### src/include/three_phase_regs.vh
// Constants of the three-phase gate input logic: timing, serial frame
// layout, command codes, keys, status bit positions and reset values.
// Assumes inclusion by bare name from the design files.
`ifndef THREE_PHASE_REGS_VH
`define THREE_PHASE_REGS_VH

// ==========================================================
// Timing
`define CLK_PERIOD_NS 25
`define DT_STEP_NS 50

// ==========================================================
// Serial frame layout
`define FRAME_BITS 4'h8
`define CNT_SAT 4'hf
`define CMD_MSB 7
`define CMD_LSB 5
`define DATA_MSB 4
`define DATA_LSB 0

// ==========================================================
// Command codes
`define CMD_NOP 3'h0
`define CMD_DEAD_TIME 3'h1
`define CMD_ARM 3'h2
`define CMD_OVERLAP_ON 3'h3
`define CMD_CLEAR 3'h4
`define CMD_OVERLAP_OFF 3'h5

// ==========================================================
// Guard keys for the simultaneous-conduction sequence
`define ARM_KEY 5'h15
`define OVERLAP_KEY 5'h0a

// ==========================================================
// Status byte bit positions
`define ST_OVERCURRENT 7
`define ST_FRAME_ERR 6
`define ST_OVERLAP 5
`define ST_PHASE_C 4
`define ST_PHASE_B 3
`define ST_PHASE_A 2
`define ST_ENABLED 1
`define ST_ARMED 0

// ==========================================================
// Reset values
`define DT_RESET 5'h04
`define OVERLAP_RESET 1'b0

`endif

### src/design/three_phase_gate_input_logic.v
// Digital front end of a three-phase pre-driver: pin synchronisers,
// serial configuration, per-phase gate guards and status outputs.
// Assumes all pins are asynchronous to core_clk and the comparators
// arrive as digital levels from the analog section.
//
// Functional notes
// - Gate drives turn on only while both enable inputs are high.
// - Upper driver is requested while its phase command input is low.
// - Lower driver is requested while its phase command input is high.
// - Phase status output is low while its source is below half supply.
// - Host sends MSB first; device samples input on serial clock fall.
// - Serial output released while select is high, driven once it drops.
// - Low select frames a command; activity while high is ignored.
// - A serially written dead time guards each complementary turn-on unless overlap is enabled.
// - Simultaneous conduction needs a guarded two-frame serial sequence.
// - Overcurrent comparator result appears on its own output.
// - Asynchronous active-low reset; interrupt output to the host.
`include "three_phase_regs.vh"

module three_phase_gate_input_logic (
    // Clock and reset
    input wire core_clk,
    input wire rst_n,
    // Enable inputs
    input wire drive_enable_first,
    input wire drive_enable_second,
    // Phase commands
    input wire phase_a_upper_cmd_n,
    input wire phase_b_upper_cmd_n,
    input wire phase_c_upper_cmd_n,
    input wire phase_a_lower_cmd,
    input wire phase_b_lower_cmd,
    input wire phase_c_lower_cmd,
    // Comparator levels: source node above half of load_supply, and overcurrent
    input wire phase_a_upper_source,
    input wire phase_b_upper_source,
    input wire phase_c_upper_source,
    input wire overcurrent_cmp,
    // Serial port
    input wire sclk,
    input wire cs_n,
    input wire si,
    output wire so_out,
    output wire so_oe_n,
    // Gate drive requests
    output wire phase_a_upper_gate,
    output wire phase_b_upper_gate,
    output wire phase_c_upper_gate,
    output wire phase_a_lower_gate,
    output wire phase_b_lower_gate,
    output wire phase_c_lower_gate,
    // Status to host
    output reg phase_a_switch_state,
    output reg phase_b_switch_state,
    output reg phase_c_switch_state,
    output reg overcurrent_flag,
    output reg interrupt_out
);

    // ==========================================================
    // Pin synchronisers
    localparam NUM_PINS = 15;
    localparam P_EN1 = 0;
    localparam P_EN2 = 1;
    localparam P_UPPER = 2;
    localparam P_LOWER = 5;
    localparam P_SRC = 8;
    localparam P_OC = 11;
    localparam P_SCLK = 12;
    localparam P_CS = 13;
    localparam P_SI = 14;

    wire [NUM_PINS-1:0] pin_async;
    reg [NUM_PINS-1:0] sync_s1;
    reg [NUM_PINS-1:0] sync_s2;

    assign pin_async = {si, cs_n, sclk, overcurrent_cmp,
        phase_c_upper_source, phase_b_upper_source, phase_a_upper_source,
        phase_c_lower_cmd, phase_b_lower_cmd, phase_a_lower_cmd,
        phase_c_upper_cmd_n, phase_b_upper_cmd_n, phase_a_upper_cmd_n,
        drive_enable_second, drive_enable_first};

    // Command pins idle in their off level so reset never asks for a gate;
    // select idles high so no frame is seen at release.
    localparam [NUM_PINS-1:0] SYNC_IDLE = 15'h201c;

    genvar g;
    generate
        for (g = 0; g < NUM_PINS; g = g + 1) begin : g_sync
            always @(posedge core_clk or negedge rst_n) begin
                if (!rst_n) begin
                    sync_s1[g] <= SYNC_IDLE[g];
                    sync_s2[g] <= SYNC_IDLE[g];
                end else begin
                    sync_s1[g] <= pin_async[g];
                    sync_s2[g] <= sync_s1[g];
                end
            end
        end
    endgenerate

    // ==========================================================
    // Phase requests
    wire both_enabled;
    wire [2:0] upper_req;
    wire [2:0] lower_req;

    assign both_enabled = sync_s2[P_EN1] & sync_s2[P_EN2];
    assign upper_req = ~sync_s2[P_UPPER+2:P_UPPER];
    assign lower_req = sync_s2[P_LOWER+2:P_LOWER];

    // ==========================================================
    // Serial port
    wire frame_valid;
    wire [7:0] frame_data;
    wire frame_error;
    wire [7:0] status_byte;

    serial_setup_port u_serial (
        .core_clk(core_clk),
        .rst_n(rst_n),
        .sclk_sync(sync_s2[P_SCLK]),
        .cs_n_sync(sync_s2[P_CS]),
        .si_sync(sync_s2[P_SI]),
        .status_byte(status_byte),
        .frame_valid(frame_valid),
        .frame_data(frame_data),
        .frame_error(frame_error),
        .so_out(so_out),
        .so_oe_n(so_oe_n)
    );

    // ==========================================================
    // Command decode
    function cmd_is;
        input [7:0] frame;
        input [2:0] code;
        begin
            cmd_is = (frame[`CMD_MSB:`CMD_LSB] == code);
        end
    endfunction

    wire [4:0] frame_arg;
    assign frame_arg = frame_data[`DATA_MSB:`DATA_LSB];

    // ==========================================================
    // Configuration
    reg [4:0] dead_time;
    reg overlap_enable;
    reg overlap_armed;
    wire clear_cmd;

    assign clear_cmd = frame_valid & cmd_is(frame_data, `CMD_CLEAR);

    // Any frame other than the key disarms, so a stray command between
    // the two halves of the sequence cannot leave overlap open.
    always @(posedge core_clk or negedge rst_n) begin
        if (!rst_n) begin
            dead_time <= `DT_RESET;
            overlap_enable <= `OVERLAP_RESET;
            overlap_armed <= 1'b0;
        end else if (frame_valid) begin
            overlap_armed <= cmd_is(frame_data, `CMD_ARM) &&
                (frame_arg == `ARM_KEY);
            if (cmd_is(frame_data, `CMD_DEAD_TIME)) begin
                dead_time <= frame_arg;
            end
            if (cmd_is(frame_data, `CMD_OVERLAP_ON) && overlap_armed &&
                frame_arg == `OVERLAP_KEY) begin
                overlap_enable <= 1'b1;
            end else if (cmd_is(frame_data, `CMD_OVERLAP_OFF)) begin
                overlap_enable <= 1'b0;
            end
        end
    end

    // ==========================================================
    // Dead-time scaling
    // One step rounds up to whole cycles so the guard is never short.
    localparam integer DT_STEP_INT =
        (`DT_STEP_NS + `CLK_PERIOD_NS - 1) / `CLK_PERIOD_NS;
    localparam [7:0] DT_STEP_CYC = DT_STEP_INT[7:0];
    wire [7:0] dead_cycles;

    assign dead_cycles = {3'h0, dead_time} * DT_STEP_CYC;

    // ==========================================================
    // Per-phase gate guards
    wire [2:0] upper_gate;
    wire [2:0] lower_gate;

    generate
        for (g = 0; g < 3; g = g + 1) begin : g_phase
            phase_gate_guard u_guard (
                .core_clk(core_clk),
                .rst_n(rst_n),
                .drive_enable(both_enabled),
                .upper_req(upper_req[g]),
                .lower_req(lower_req[g]),
                .overlap_allowed(overlap_enable),
                .dead_cycles(dead_cycles),
                .upper_gate(upper_gate[g]),
                .lower_gate(lower_gate[g])
            );
        end
    endgenerate

    assign phase_a_upper_gate = upper_gate[0];
    assign phase_b_upper_gate = upper_gate[1];
    assign phase_c_upper_gate = upper_gate[2];
    assign phase_a_lower_gate = lower_gate[0];
    assign phase_b_lower_gate = lower_gate[1];
    assign phase_c_lower_gate = lower_gate[2];

    // ==========================================================
    // Sticky events and interrupt
    reg oc_prev;
    reg oc_latch;
    reg ferr_latch;
    wire oc_rise;

    assign oc_rise = sync_s2[P_OC] & ~oc_prev;

    // A new event in the clearing cycle keeps its flag set
    always @(posedge core_clk or negedge rst_n) begin
        if (!rst_n) begin
            oc_prev <= 1'b0;
            oc_latch <= 1'b0;
            ferr_latch <= 1'b0;
            interrupt_out <= 1'b0;
        end else begin
            oc_prev <= sync_s2[P_OC];
            oc_latch <= oc_rise | (oc_latch & ~clear_cmd);
            ferr_latch <= frame_error | (ferr_latch & ~clear_cmd);
            interrupt_out <= oc_latch | ferr_latch;
        end
    end

    // ==========================================================
    // Status outputs
    always @(posedge core_clk or negedge rst_n) begin
        if (!rst_n) begin
            phase_a_switch_state <= 1'b0;
            phase_b_switch_state <= 1'b0;
            phase_c_switch_state <= 1'b0;
            overcurrent_flag <= 1'b0;
        end else begin
            phase_a_switch_state <= sync_s2[P_SRC];
            phase_b_switch_state <= sync_s2[P_SRC+1];
            phase_c_switch_state <= sync_s2[P_SRC+2];
            overcurrent_flag <= sync_s2[P_OC];
        end
    end

    // Status byte, sampled by the serial port at select fall
    assign status_byte = {oc_latch, ferr_latch, overlap_enable,
        phase_c_switch_state, phase_b_switch_state, phase_a_switch_state,
        both_enabled, overlap_armed};

endmodule // three_phase_gate_input_logic

### src/design/phase_gate_guard.v
// One phase: turns the upper and lower requests into gate drives.
// Assumes synchronised requests and a stable dead-time count.
`include "three_phase_regs.vh"

module phase_gate_guard (
    // Clock and reset
    input wire core_clk,
    input wire rst_n,
    // Requests and configuration
    input wire drive_enable,
    input wire upper_req,
    input wire lower_req,
    input wire overlap_allowed,
    input wire [7:0] dead_cycles,
    // Gate drives
    output reg upper_gate,
    output reg lower_gate
);

    // ==========================================================
    // Request qualification
    reg [7:0] guard;
    wire want_upper;
    wire want_lower;
    wire next_upper;
    wire next_lower;
    wire guard_free;

    // Unless overlap is allowed, a phase asked for both switches is shut, not raced
    assign want_upper = drive_enable & upper_req &
        (overlap_allowed | ~lower_req);
    assign want_lower = drive_enable & lower_req &
        (overlap_allowed | ~upper_req);
    assign guard_free = (guard == 8'h00);

    // Turn-off is immediate; turn-on waits out the guard interval unless overlap is allowed
    assign next_upper = want_upper & (upper_gate | overlap_allowed |
        (~lower_gate & guard_free));
    assign next_lower = want_lower & (lower_gate | overlap_allowed |
        (~upper_gate & guard_free));

    // ==========================================================
    // Gate state and guard counter
    always @(posedge core_clk or negedge rst_n) begin
        if (!rst_n) begin
            upper_gate <= 1'b0;
            lower_gate <= 1'b0;
            guard <= 8'h00;
        end else begin
            upper_gate <= next_upper;
            lower_gate <= next_lower;
            if ((upper_gate & ~next_upper) | (lower_gate & ~next_lower)) begin
                guard <= dead_cycles;
            end else if (!guard_free) begin
                guard <= guard - 8'h01;
            end
        end
    end

endmodule // phase_gate_guard

### src/design/serial_setup_port.v
// Serial setup port: receives 8-bit frames MSB first, returns a status
// byte on the serial output. Assumes synchronised pin levels, and a
// serial clock far slower than the core clock.
`include "three_phase_regs.vh"

module serial_setup_port (
    // Clock and reset
    input wire core_clk,
    input wire rst_n,
    // Synchronised serial pins
    input wire sclk_sync,
    input wire cs_n_sync,
    input wire si_sync,
    // Status to send
    input wire [7:0] status_byte,
    // Received frames
    output reg frame_valid,
    output reg [7:0] frame_data,
    output reg frame_error,
    // Serial output pin
    output reg so_out,
    output reg so_oe_n
);

    // ==========================================================
    // Edge detection on the synchronised pins
    reg sclk_prev;
    reg cs_prev;
    reg [7:0] shift_in;
    reg [7:0] shift_out;
    reg [3:0] bit_cnt;
    wire sclk_fall;
    wire sclk_rise;
    wire cs_fall;
    wire cs_rise;

    assign sclk_fall = sclk_prev & ~sclk_sync;
    assign sclk_rise = ~sclk_prev & sclk_sync;
    assign cs_fall = cs_prev & ~cs_n_sync;
    assign cs_rise = ~cs_prev & cs_n_sync;

    // ==========================================================
    // Frame engine
    always @(posedge core_clk or negedge rst_n) begin
        if (!rst_n) begin
            sclk_prev <= 1'b0;
            cs_prev <= 1'b1;
            shift_in <= 8'h00;
            shift_out <= 8'h00;
            bit_cnt <= 4'h0;
            frame_valid <= 1'b0;
            frame_data <= 8'h00;
            frame_error <= 1'b0;
            so_out <= 1'b0;
            so_oe_n <= 1'b1;
        end else begin
            sclk_prev <= sclk_sync;
            cs_prev <= cs_n_sync;
            frame_valid <= 1'b0;
            frame_error <= 1'b0;
            if (cs_fall) begin
                bit_cnt <= 4'h0;
                shift_out <= status_byte;
                so_out <= status_byte[7];
                so_oe_n <= 1'b0;
            end else if (cs_rise) begin
                so_oe_n <= 1'b1;
                so_out <= 1'b0;
                // Short or long frames are dropped whole
                if (bit_cnt == `FRAME_BITS) begin
                    frame_valid <= 1'b1;
                    frame_data <= shift_in;
                end else begin
                    frame_error <= 1'b1;
                end
            end else if (!cs_n_sync) begin
                if (sclk_fall) begin
                    shift_in <= {shift_in[6:0], si_sync};
                    if (bit_cnt != `CNT_SAT) begin
                        bit_cnt <= bit_cnt + 4'h1;
                    end
                end
                // A leading rising edge before any bit is not a shift
                if (sclk_rise && bit_cnt != 4'h0) begin
                    shift_out <= {shift_out[6:0], 1'b0};
                    so_out <= shift_out[6];
                end
            end
        end
    end

endmodule // serial_setup_port

### config.mk
export PLATFORM = sky130hd
export DESIGN_NAME = three_phase_gate_input_logic
export DESIGN_NICKNAME = d
export VERILOG_FILES = /design/src/design/three_phase_gate_input_logic.v /design/src/design/phase_gate_guard.v /design/src/design/serial_setup_port.v
export VERILOG_INCLUDE_DIRS = /design/src /design/src/include
export SDC_FILE = /design/constraint.sdc
export NUM_CORES = 1
export LEC_CHECK = 0
export ABC_AREA = 1
export BUFFER_PORTS_ARGS = -buffer_cell sky130_fd_sc_hd__buf_2
export CELL_PAD_IN_SITES_DETAIL_PLACEMENT = 1
export CELL_PAD_IN_SITES_GLOBAL_PLACEMENT = 1
export CORE_MARGIN = 2
export CORE_UTILIZATION = 47
export CTS_BUF_LIST = sky130_fd_sc_hd__clkbuf_16
export DETAILED_ROUTE_END_ITERATION = 10
export GPL_TIMING_DRIVEN = 0
export PLACE_DENSITY = 0.81
export SLEW_MARGIN = 20
export SYNTH_ARGS = -nofsm -noshare
export SYNTH_HDL_FRONTEND = slang
export SYNTH_SLANG_ARGS = --single-unit
### constraint.sdc
create_clock -name core_clk -period 1.95 [get_ports core_clk]
set_input_delay 0.39 -clock core_clk [delete_from_list [all_inputs] [get_ports core_clk]]
set_output_delay 0.39 -clock core_clk [all_outputs]
set_load 0.01 [all_outputs]
Word-level counts from Yosys, hierarchy flattened:

Index checks and enable logic that the tools add are counted.

* register bits after elaboration: 107
* input bits: 17
* output and inout bits: 13
* logic and storage cells: 218

* $add $sub $neg: 4
* equality and inequality tests: 15
* mux-type cells: 29
* bitwise operators: 90
* reductions and logical operators: 21

Operator list (number)
* $mux 8: 6
* $and 1x1->1: 39
* $mux 7: 4
* $not 1->1: 26
* $logic_not 8->1: 3
* $or 1x1->1: 24
* $sub 8x1->8 const B: 3
* $mux 4: 5
* $mux 1: 14
* $reduce_bool 2->1: 5
* $reduce_and 4->1: 2
* $eq 3x2->1 const B: 2
* $eq 3x3->1 const B: 2
* $ne 2x2->1 const B: 3
* $reduce_and 2->1: 3
* $reduce_and 3->1: 2
* $eq 5x4->1 const B: 1
* $eq 5x5->1 const B: 1
* $add 4x1->4 const B: 1
* $eq 4x4->1 const B: 1
* $logic_and 1x1->1: 4
* $ne 2x1->1 const B: 2
* $ne 4x4->1 const B: 1
* $reduce_bool 4->1: 1
* other kinds (4): 4

Longest topological paths before layout:

* depth in word-level cells: 9
* depth in mapped cells: 9
* mapped depth without buffers: 8

Modules after synthesis:

A second synthesis with hierarchy kept.

* cell total of the unflattened synthesis: 580
* area, all modules: 5056.1 um2

Modules (own cells, without submodules)
* phase_gate_guard: times used 3, cells each 99, area each 698.2 um2, seq. area each 250.2 um2
* serial_setup_port: times used 1, cells each 184, area each 1585.3 um2, seq. area each 828.3 um2
* three_phase_gate_input_logic: times used 1, cells each 99, area each 1376.3 um2, seq. area each 1112.3 um2

Least setup slack after synthesis:

No wires, ideal clock.

* path type: reg2reg
* start: reg sync_s2[13]
* end: reg u_serial.shift_in[6]
* library setup time: 0.126 ns
* arrival time: 1.467 ns
* data required time: 1.824 ns
* slack: 0.357 ns
* cell stages (with the launch flop): 9
* buffers on the path: 2
* clock period less this slack: 1.593 ns
* cells stage by stage: dfstp_2 inv_1 ha_1 buf_6 inv_4 nand4_4 buf_2 nand2_1 o21ai_0

* cells in the longest elaborated chain, start to end: 4
* elaborated cells between the ends (all ways): 6
* classes of those cells: bitwise: 5; reduce/logical: 1

Ends and longest elaborated chain
* from (decl): line three_phase_gate_input_logic.v:75 `reg [NUM_PINS-1:0] sync_s2;`
* from (signal, indexed assignment): line three_phase_gate_input_logic.v:93 `sync_s2[g] <= SYNC_IDLE[g];`
* from (signal, indexed assignment): line three_phase_gate_input_logic.v:96 `sync_s2[g] <= sync_s1[g];`
* $not 1->1: line serial_setup_port.v:39 `assign cs_fall = cs_prev & ~cs_n_sync;`
* $and 1x1->1: line serial_setup_port.v:39
* $not 1->1 (no line)
* $reduce_and 4->1 (no line) (*)
* to (signal assigned): line serial_setup_port.v:78 `shift_in <= {shift_in[6:0], si_sync};`
* to (decl): line serial_setup_port.v:29 `reg [7:0] shift_in;`

Every way passes the cells marked *; elsewhere a longest branch is shown, timed or not.
A chain may end at the register's enable or synchronous reset.

Worst setup path in the final report:

* start: reg sync_s2[13]
* end: reg u_serial.shift_out[3]

* cells in the longest elaborated chain, start to end: 4
* elaborated cells between the ends (all ways): 8
* classes of those cells: eq/ne: 2; mux: 1; bitwise: 3; reduce/logical: 2

Ends and longest elaborated chain
* $not 1->1: line serial_setup_port.v:39
* $and 1x1->1: line serial_setup_port.v:39
* $ne 2x1->1 (no line) / $reduce_bool 2->1 (equally long branches)
* $reduce_and 3->1 (no line)
* to (signal assigned): line serial_setup_port.v:63 `shift_out <= status_byte;`
* to (signal assigned): line serial_setup_port.v:85 `shift_out <= {shift_out[6:0], 1'b0};`
* to (decl): line serial_setup_port.v:30 `reg [7:0] shift_out;`

Parallel ways exist; a longest one is shown, timed or not.

==> run_results.csv <==
group,metric,value,unit
cts,cts_tree,"done",
finish,drive_gt1_share,17.4,%
timing,rsz0062_at_grt,"false",
cts,cts-hold-fix-buffers,1,
finish,nets,544,
cts,clk_pin_slew,70,ps
worst_setup_path,end_kind,"flop",
outcome,status,"finished clean",
cts,cts-buffers-inserted,9,
pwr,vdd_drop_max,0.414,mV
worst_setup_path,r2r_slack,120,ps
worst_setup_path,path_class,"flop to flop",
finish,mostFrequentLayoutCells,"nand2_1, dfrtp_1, inv_1",
pwr,power,4.81,mW
detailed_routing,drc_errors,0,
worst_setup_path,worstPathRequired,2220,ps
synth,ys_seq_area_share,58.3,%
timing,finalCriticalPeriod,1830,ps
finish,syn_to_final_growth,14.0,%
place,dp_hpwl,7030,um
timing,setup_ws,121,ps
synth,synth_edf_count,0,
synth,synth.distinct_cells,37,
synth,postSynthCellCount,475,
synth,ys_warn_count,0,
floorplanning,fp.dieArea,10600,um^2
global_routing,overflow,0,
synth,synth_nets,502,
timing,fin_skew,5.39,ps
finish,final_util,54.6,%
worst_setup_path,startpoint_type,"flop",
floorplanning,initial_utilization,47.9,%
floorplanning,die_x,103,um
cts,clock_sinks,107,
global_routing,grt_pass1_vias,3607,
worst_setup_path,r2r-start,"sync_s2[13]$_DFF_PN1_",
min_path,whs_path_depth,1,
global_routing,grt_pass1_wl,16700,um
detailed_routing,wl_met3,177,um
cts,post_cts_resized,0,
synth,async_reset_ff_share,100,%
detailed_routing,via_per_inst,5.03,
worst_setup_path,crit_path_max_fanout,10,
min_path,min_path_type,"primary input to flop",
place,post-place-ws,141,ps
place,dp.cells,638,
global_routing,grt_max_degree,65,
synth,syn_area_per_cell,9.72,um^2
global_routing,antenna_found_initial,0,
worst_setup_path,r2r_end,"u_serial.shift_out[3]$_DFFE_PN0P_",
timing,timing.final.crit_share,93.8,%
timing,hold_viol,0,
detailed_routing,vias,3293,
cts,h-tree-depth,3,
finish,insertedDiodeCount,0,
timing,slew_headroom,70.0,%
detailed_routing,postRouteAntennaNets,0,
detailed_routing,route.met2.wl,5130,um
timing,setup_violations,0,
cts,postCtsSetupBuffers,0,
detailed_routing,first_pass_iters,4,
timing,slew_violations,0,
detailed_routing,drt_iter0_markers,134,
synth,syn-cell-area,4620,um^2
detailed_routing,wl,9770,um
finish,layout.cells.non_filler,655,
cts,cts_buffer_depth,2,
synth,ys_dominant_reg_cell,"dfrtp_1",
floorplanning,core,9640,um^2
timing,tns,0,ps
detailed_routing,wirelength_met1,4280,um
worst_setup_path,r2r_cells,9,
cts,clk_latency,340,ps
synth,ys_seq_elements,107,
timing,max_freq,0.547,GHz
min_path,holdPathEnd,"sync_s1[2]$_DFF_PN1_",
detailed_routing,topRoutingLayerUsed,"met4",
worst_setup_path,arrival,2100,ps
min_path,hold_path_startpoint,"phase_a_upper_cmd_n",
pwr,p_leak,2.58,nW
finish,fillers,1087,
floorplanning,pin_count,30,
cts,cts-root-buf,"clkbuf_16",
floorplanning,rows,36,
place,globalplace.congestion,0.810,
run,maxCapViolations,0,
timing,worstMarginPinSlew,450,ps
detailed_routing,avgRoutedWirePerCell,14.9,um
worst_setup_path,crit_path_start,"sync_s2[13]$_DFF_PN1_",
place,io_buffers,29,
global_routing,grt_usage,20.6,%
finish,final_common_cell,"nand2_1",
pwr,power_density,914,nW/um^2
floorplanning,die_h,103,um
## cell type report
type                       count  area [um^2]  area share [%]
sequential                   107         2690            51.1
multi-input combinational    301         1660            31.5
inverter                      62          235            4.47
clock buffer                   9          225            4.28
timing repair buffer          31          189            3.59
tap                          133          166            3.16
clock inverter                 7         67.6            1.28
buffer                         5         32.5           0.618
## worst max-delay path, stage by stage (launching register included)
cell and delay, ps:
dfstp_2 570, inv_1 90, ha_1 200, buf_6 140, inv_4 130, a21oi_2 90, nand2_1 160, buf_4 230
nand2_1 90, o21ai_2 60
## worst max-delay path by stage
stage | endpoint | slack (ps)
global placement | u_serial.shift_in[4]$_DFFE_PN0P_ | -680
global route | u_serial.shift_in[4]$_DFFE_PN0P_ | 8
floorplan | u_serial.shift_in[6]$_DFFE_PN0P_ | 360
detailed placement | u_serial.shift_out[5]$_DFFE_PN0P_ | 140
CTS | u_serial.shift_out[4]$_DFFE_PN0P_ | 100
finish | u_serial.shift_out[3]$_DFFE_PN0P_ | 120
## cells by family after synthesis
kind of cell    count (synthesis)  synth area share, %
simple gates                  214                 21.3
xor+xnor                       13                 2.47
compound gates                 60                 8.56
buf+inv                        67                 5.80
mux                             4                0.894
fa+ha+maj                      10                 2.71
flops                         107                 58.3
## cell usage after synthesis, drive strengths merged (6+ instances only)
| master | number | area, um^2 |
|---|---|---|
| dfrtp | 96 | 2400 |
| a21oi | 7 | 50.1 |
| nand3 | 26 | 135 |
| dfstp | 11 | 289 |
| xnor2 | 7 | 61.3 |
| inv | 62 | 235 |
| xor2 | 6 | 52.6 |
| ha | 10 | 125 |
| nor3 | 7 | 35.0 |
| nand2 | 129 | 519 |
| a31oi | 6 | 37.5 |
| nor2 | 31 | 146 |
| o21ai | 40 | 223 |
| nand4 | 17 | 121 |
## through the flow
step,hold WS (ps),area [um^2]
final,144,5270
after detailed placement,336,4960
after global routing,130,5270
after floorplan,94.4,4620
after global placement,333,4930
after CTS,129,5270
## sequential cells by signal, summed over array words and instances, names as in the netlist, 3 cells and up
name,count
sync_s1,15
lower_req,3
u_serial.shift_out,7
u_serial.bit_cnt,4
sync_s2,12
g_phase.u_guard.upper_gate,3
g_phase.u_guard.lower_gate,3
u_serial.shift_in,8
u_serial.frame_data,8
g_phase.u_guard.guard,24
dead_time,5
## power breakdown
group | internal (mW) | switching [mW]
combinational | 0.189 | 0.318
clock | 0.992 | 0.798
sequential | 2.41 | 0.110
total | 3.59 | 1.23
## per-layer routing
layer | track usage [%] | up-vias
met1 | 24.8 | 1646
met4 | 7.49 | 0
met5 | 0 | -
met2 | 37.1 | 28
li1 | - | 1607
met3 | 3.39 | 12
Note: power is estimated with default switching activity, not from simulation.
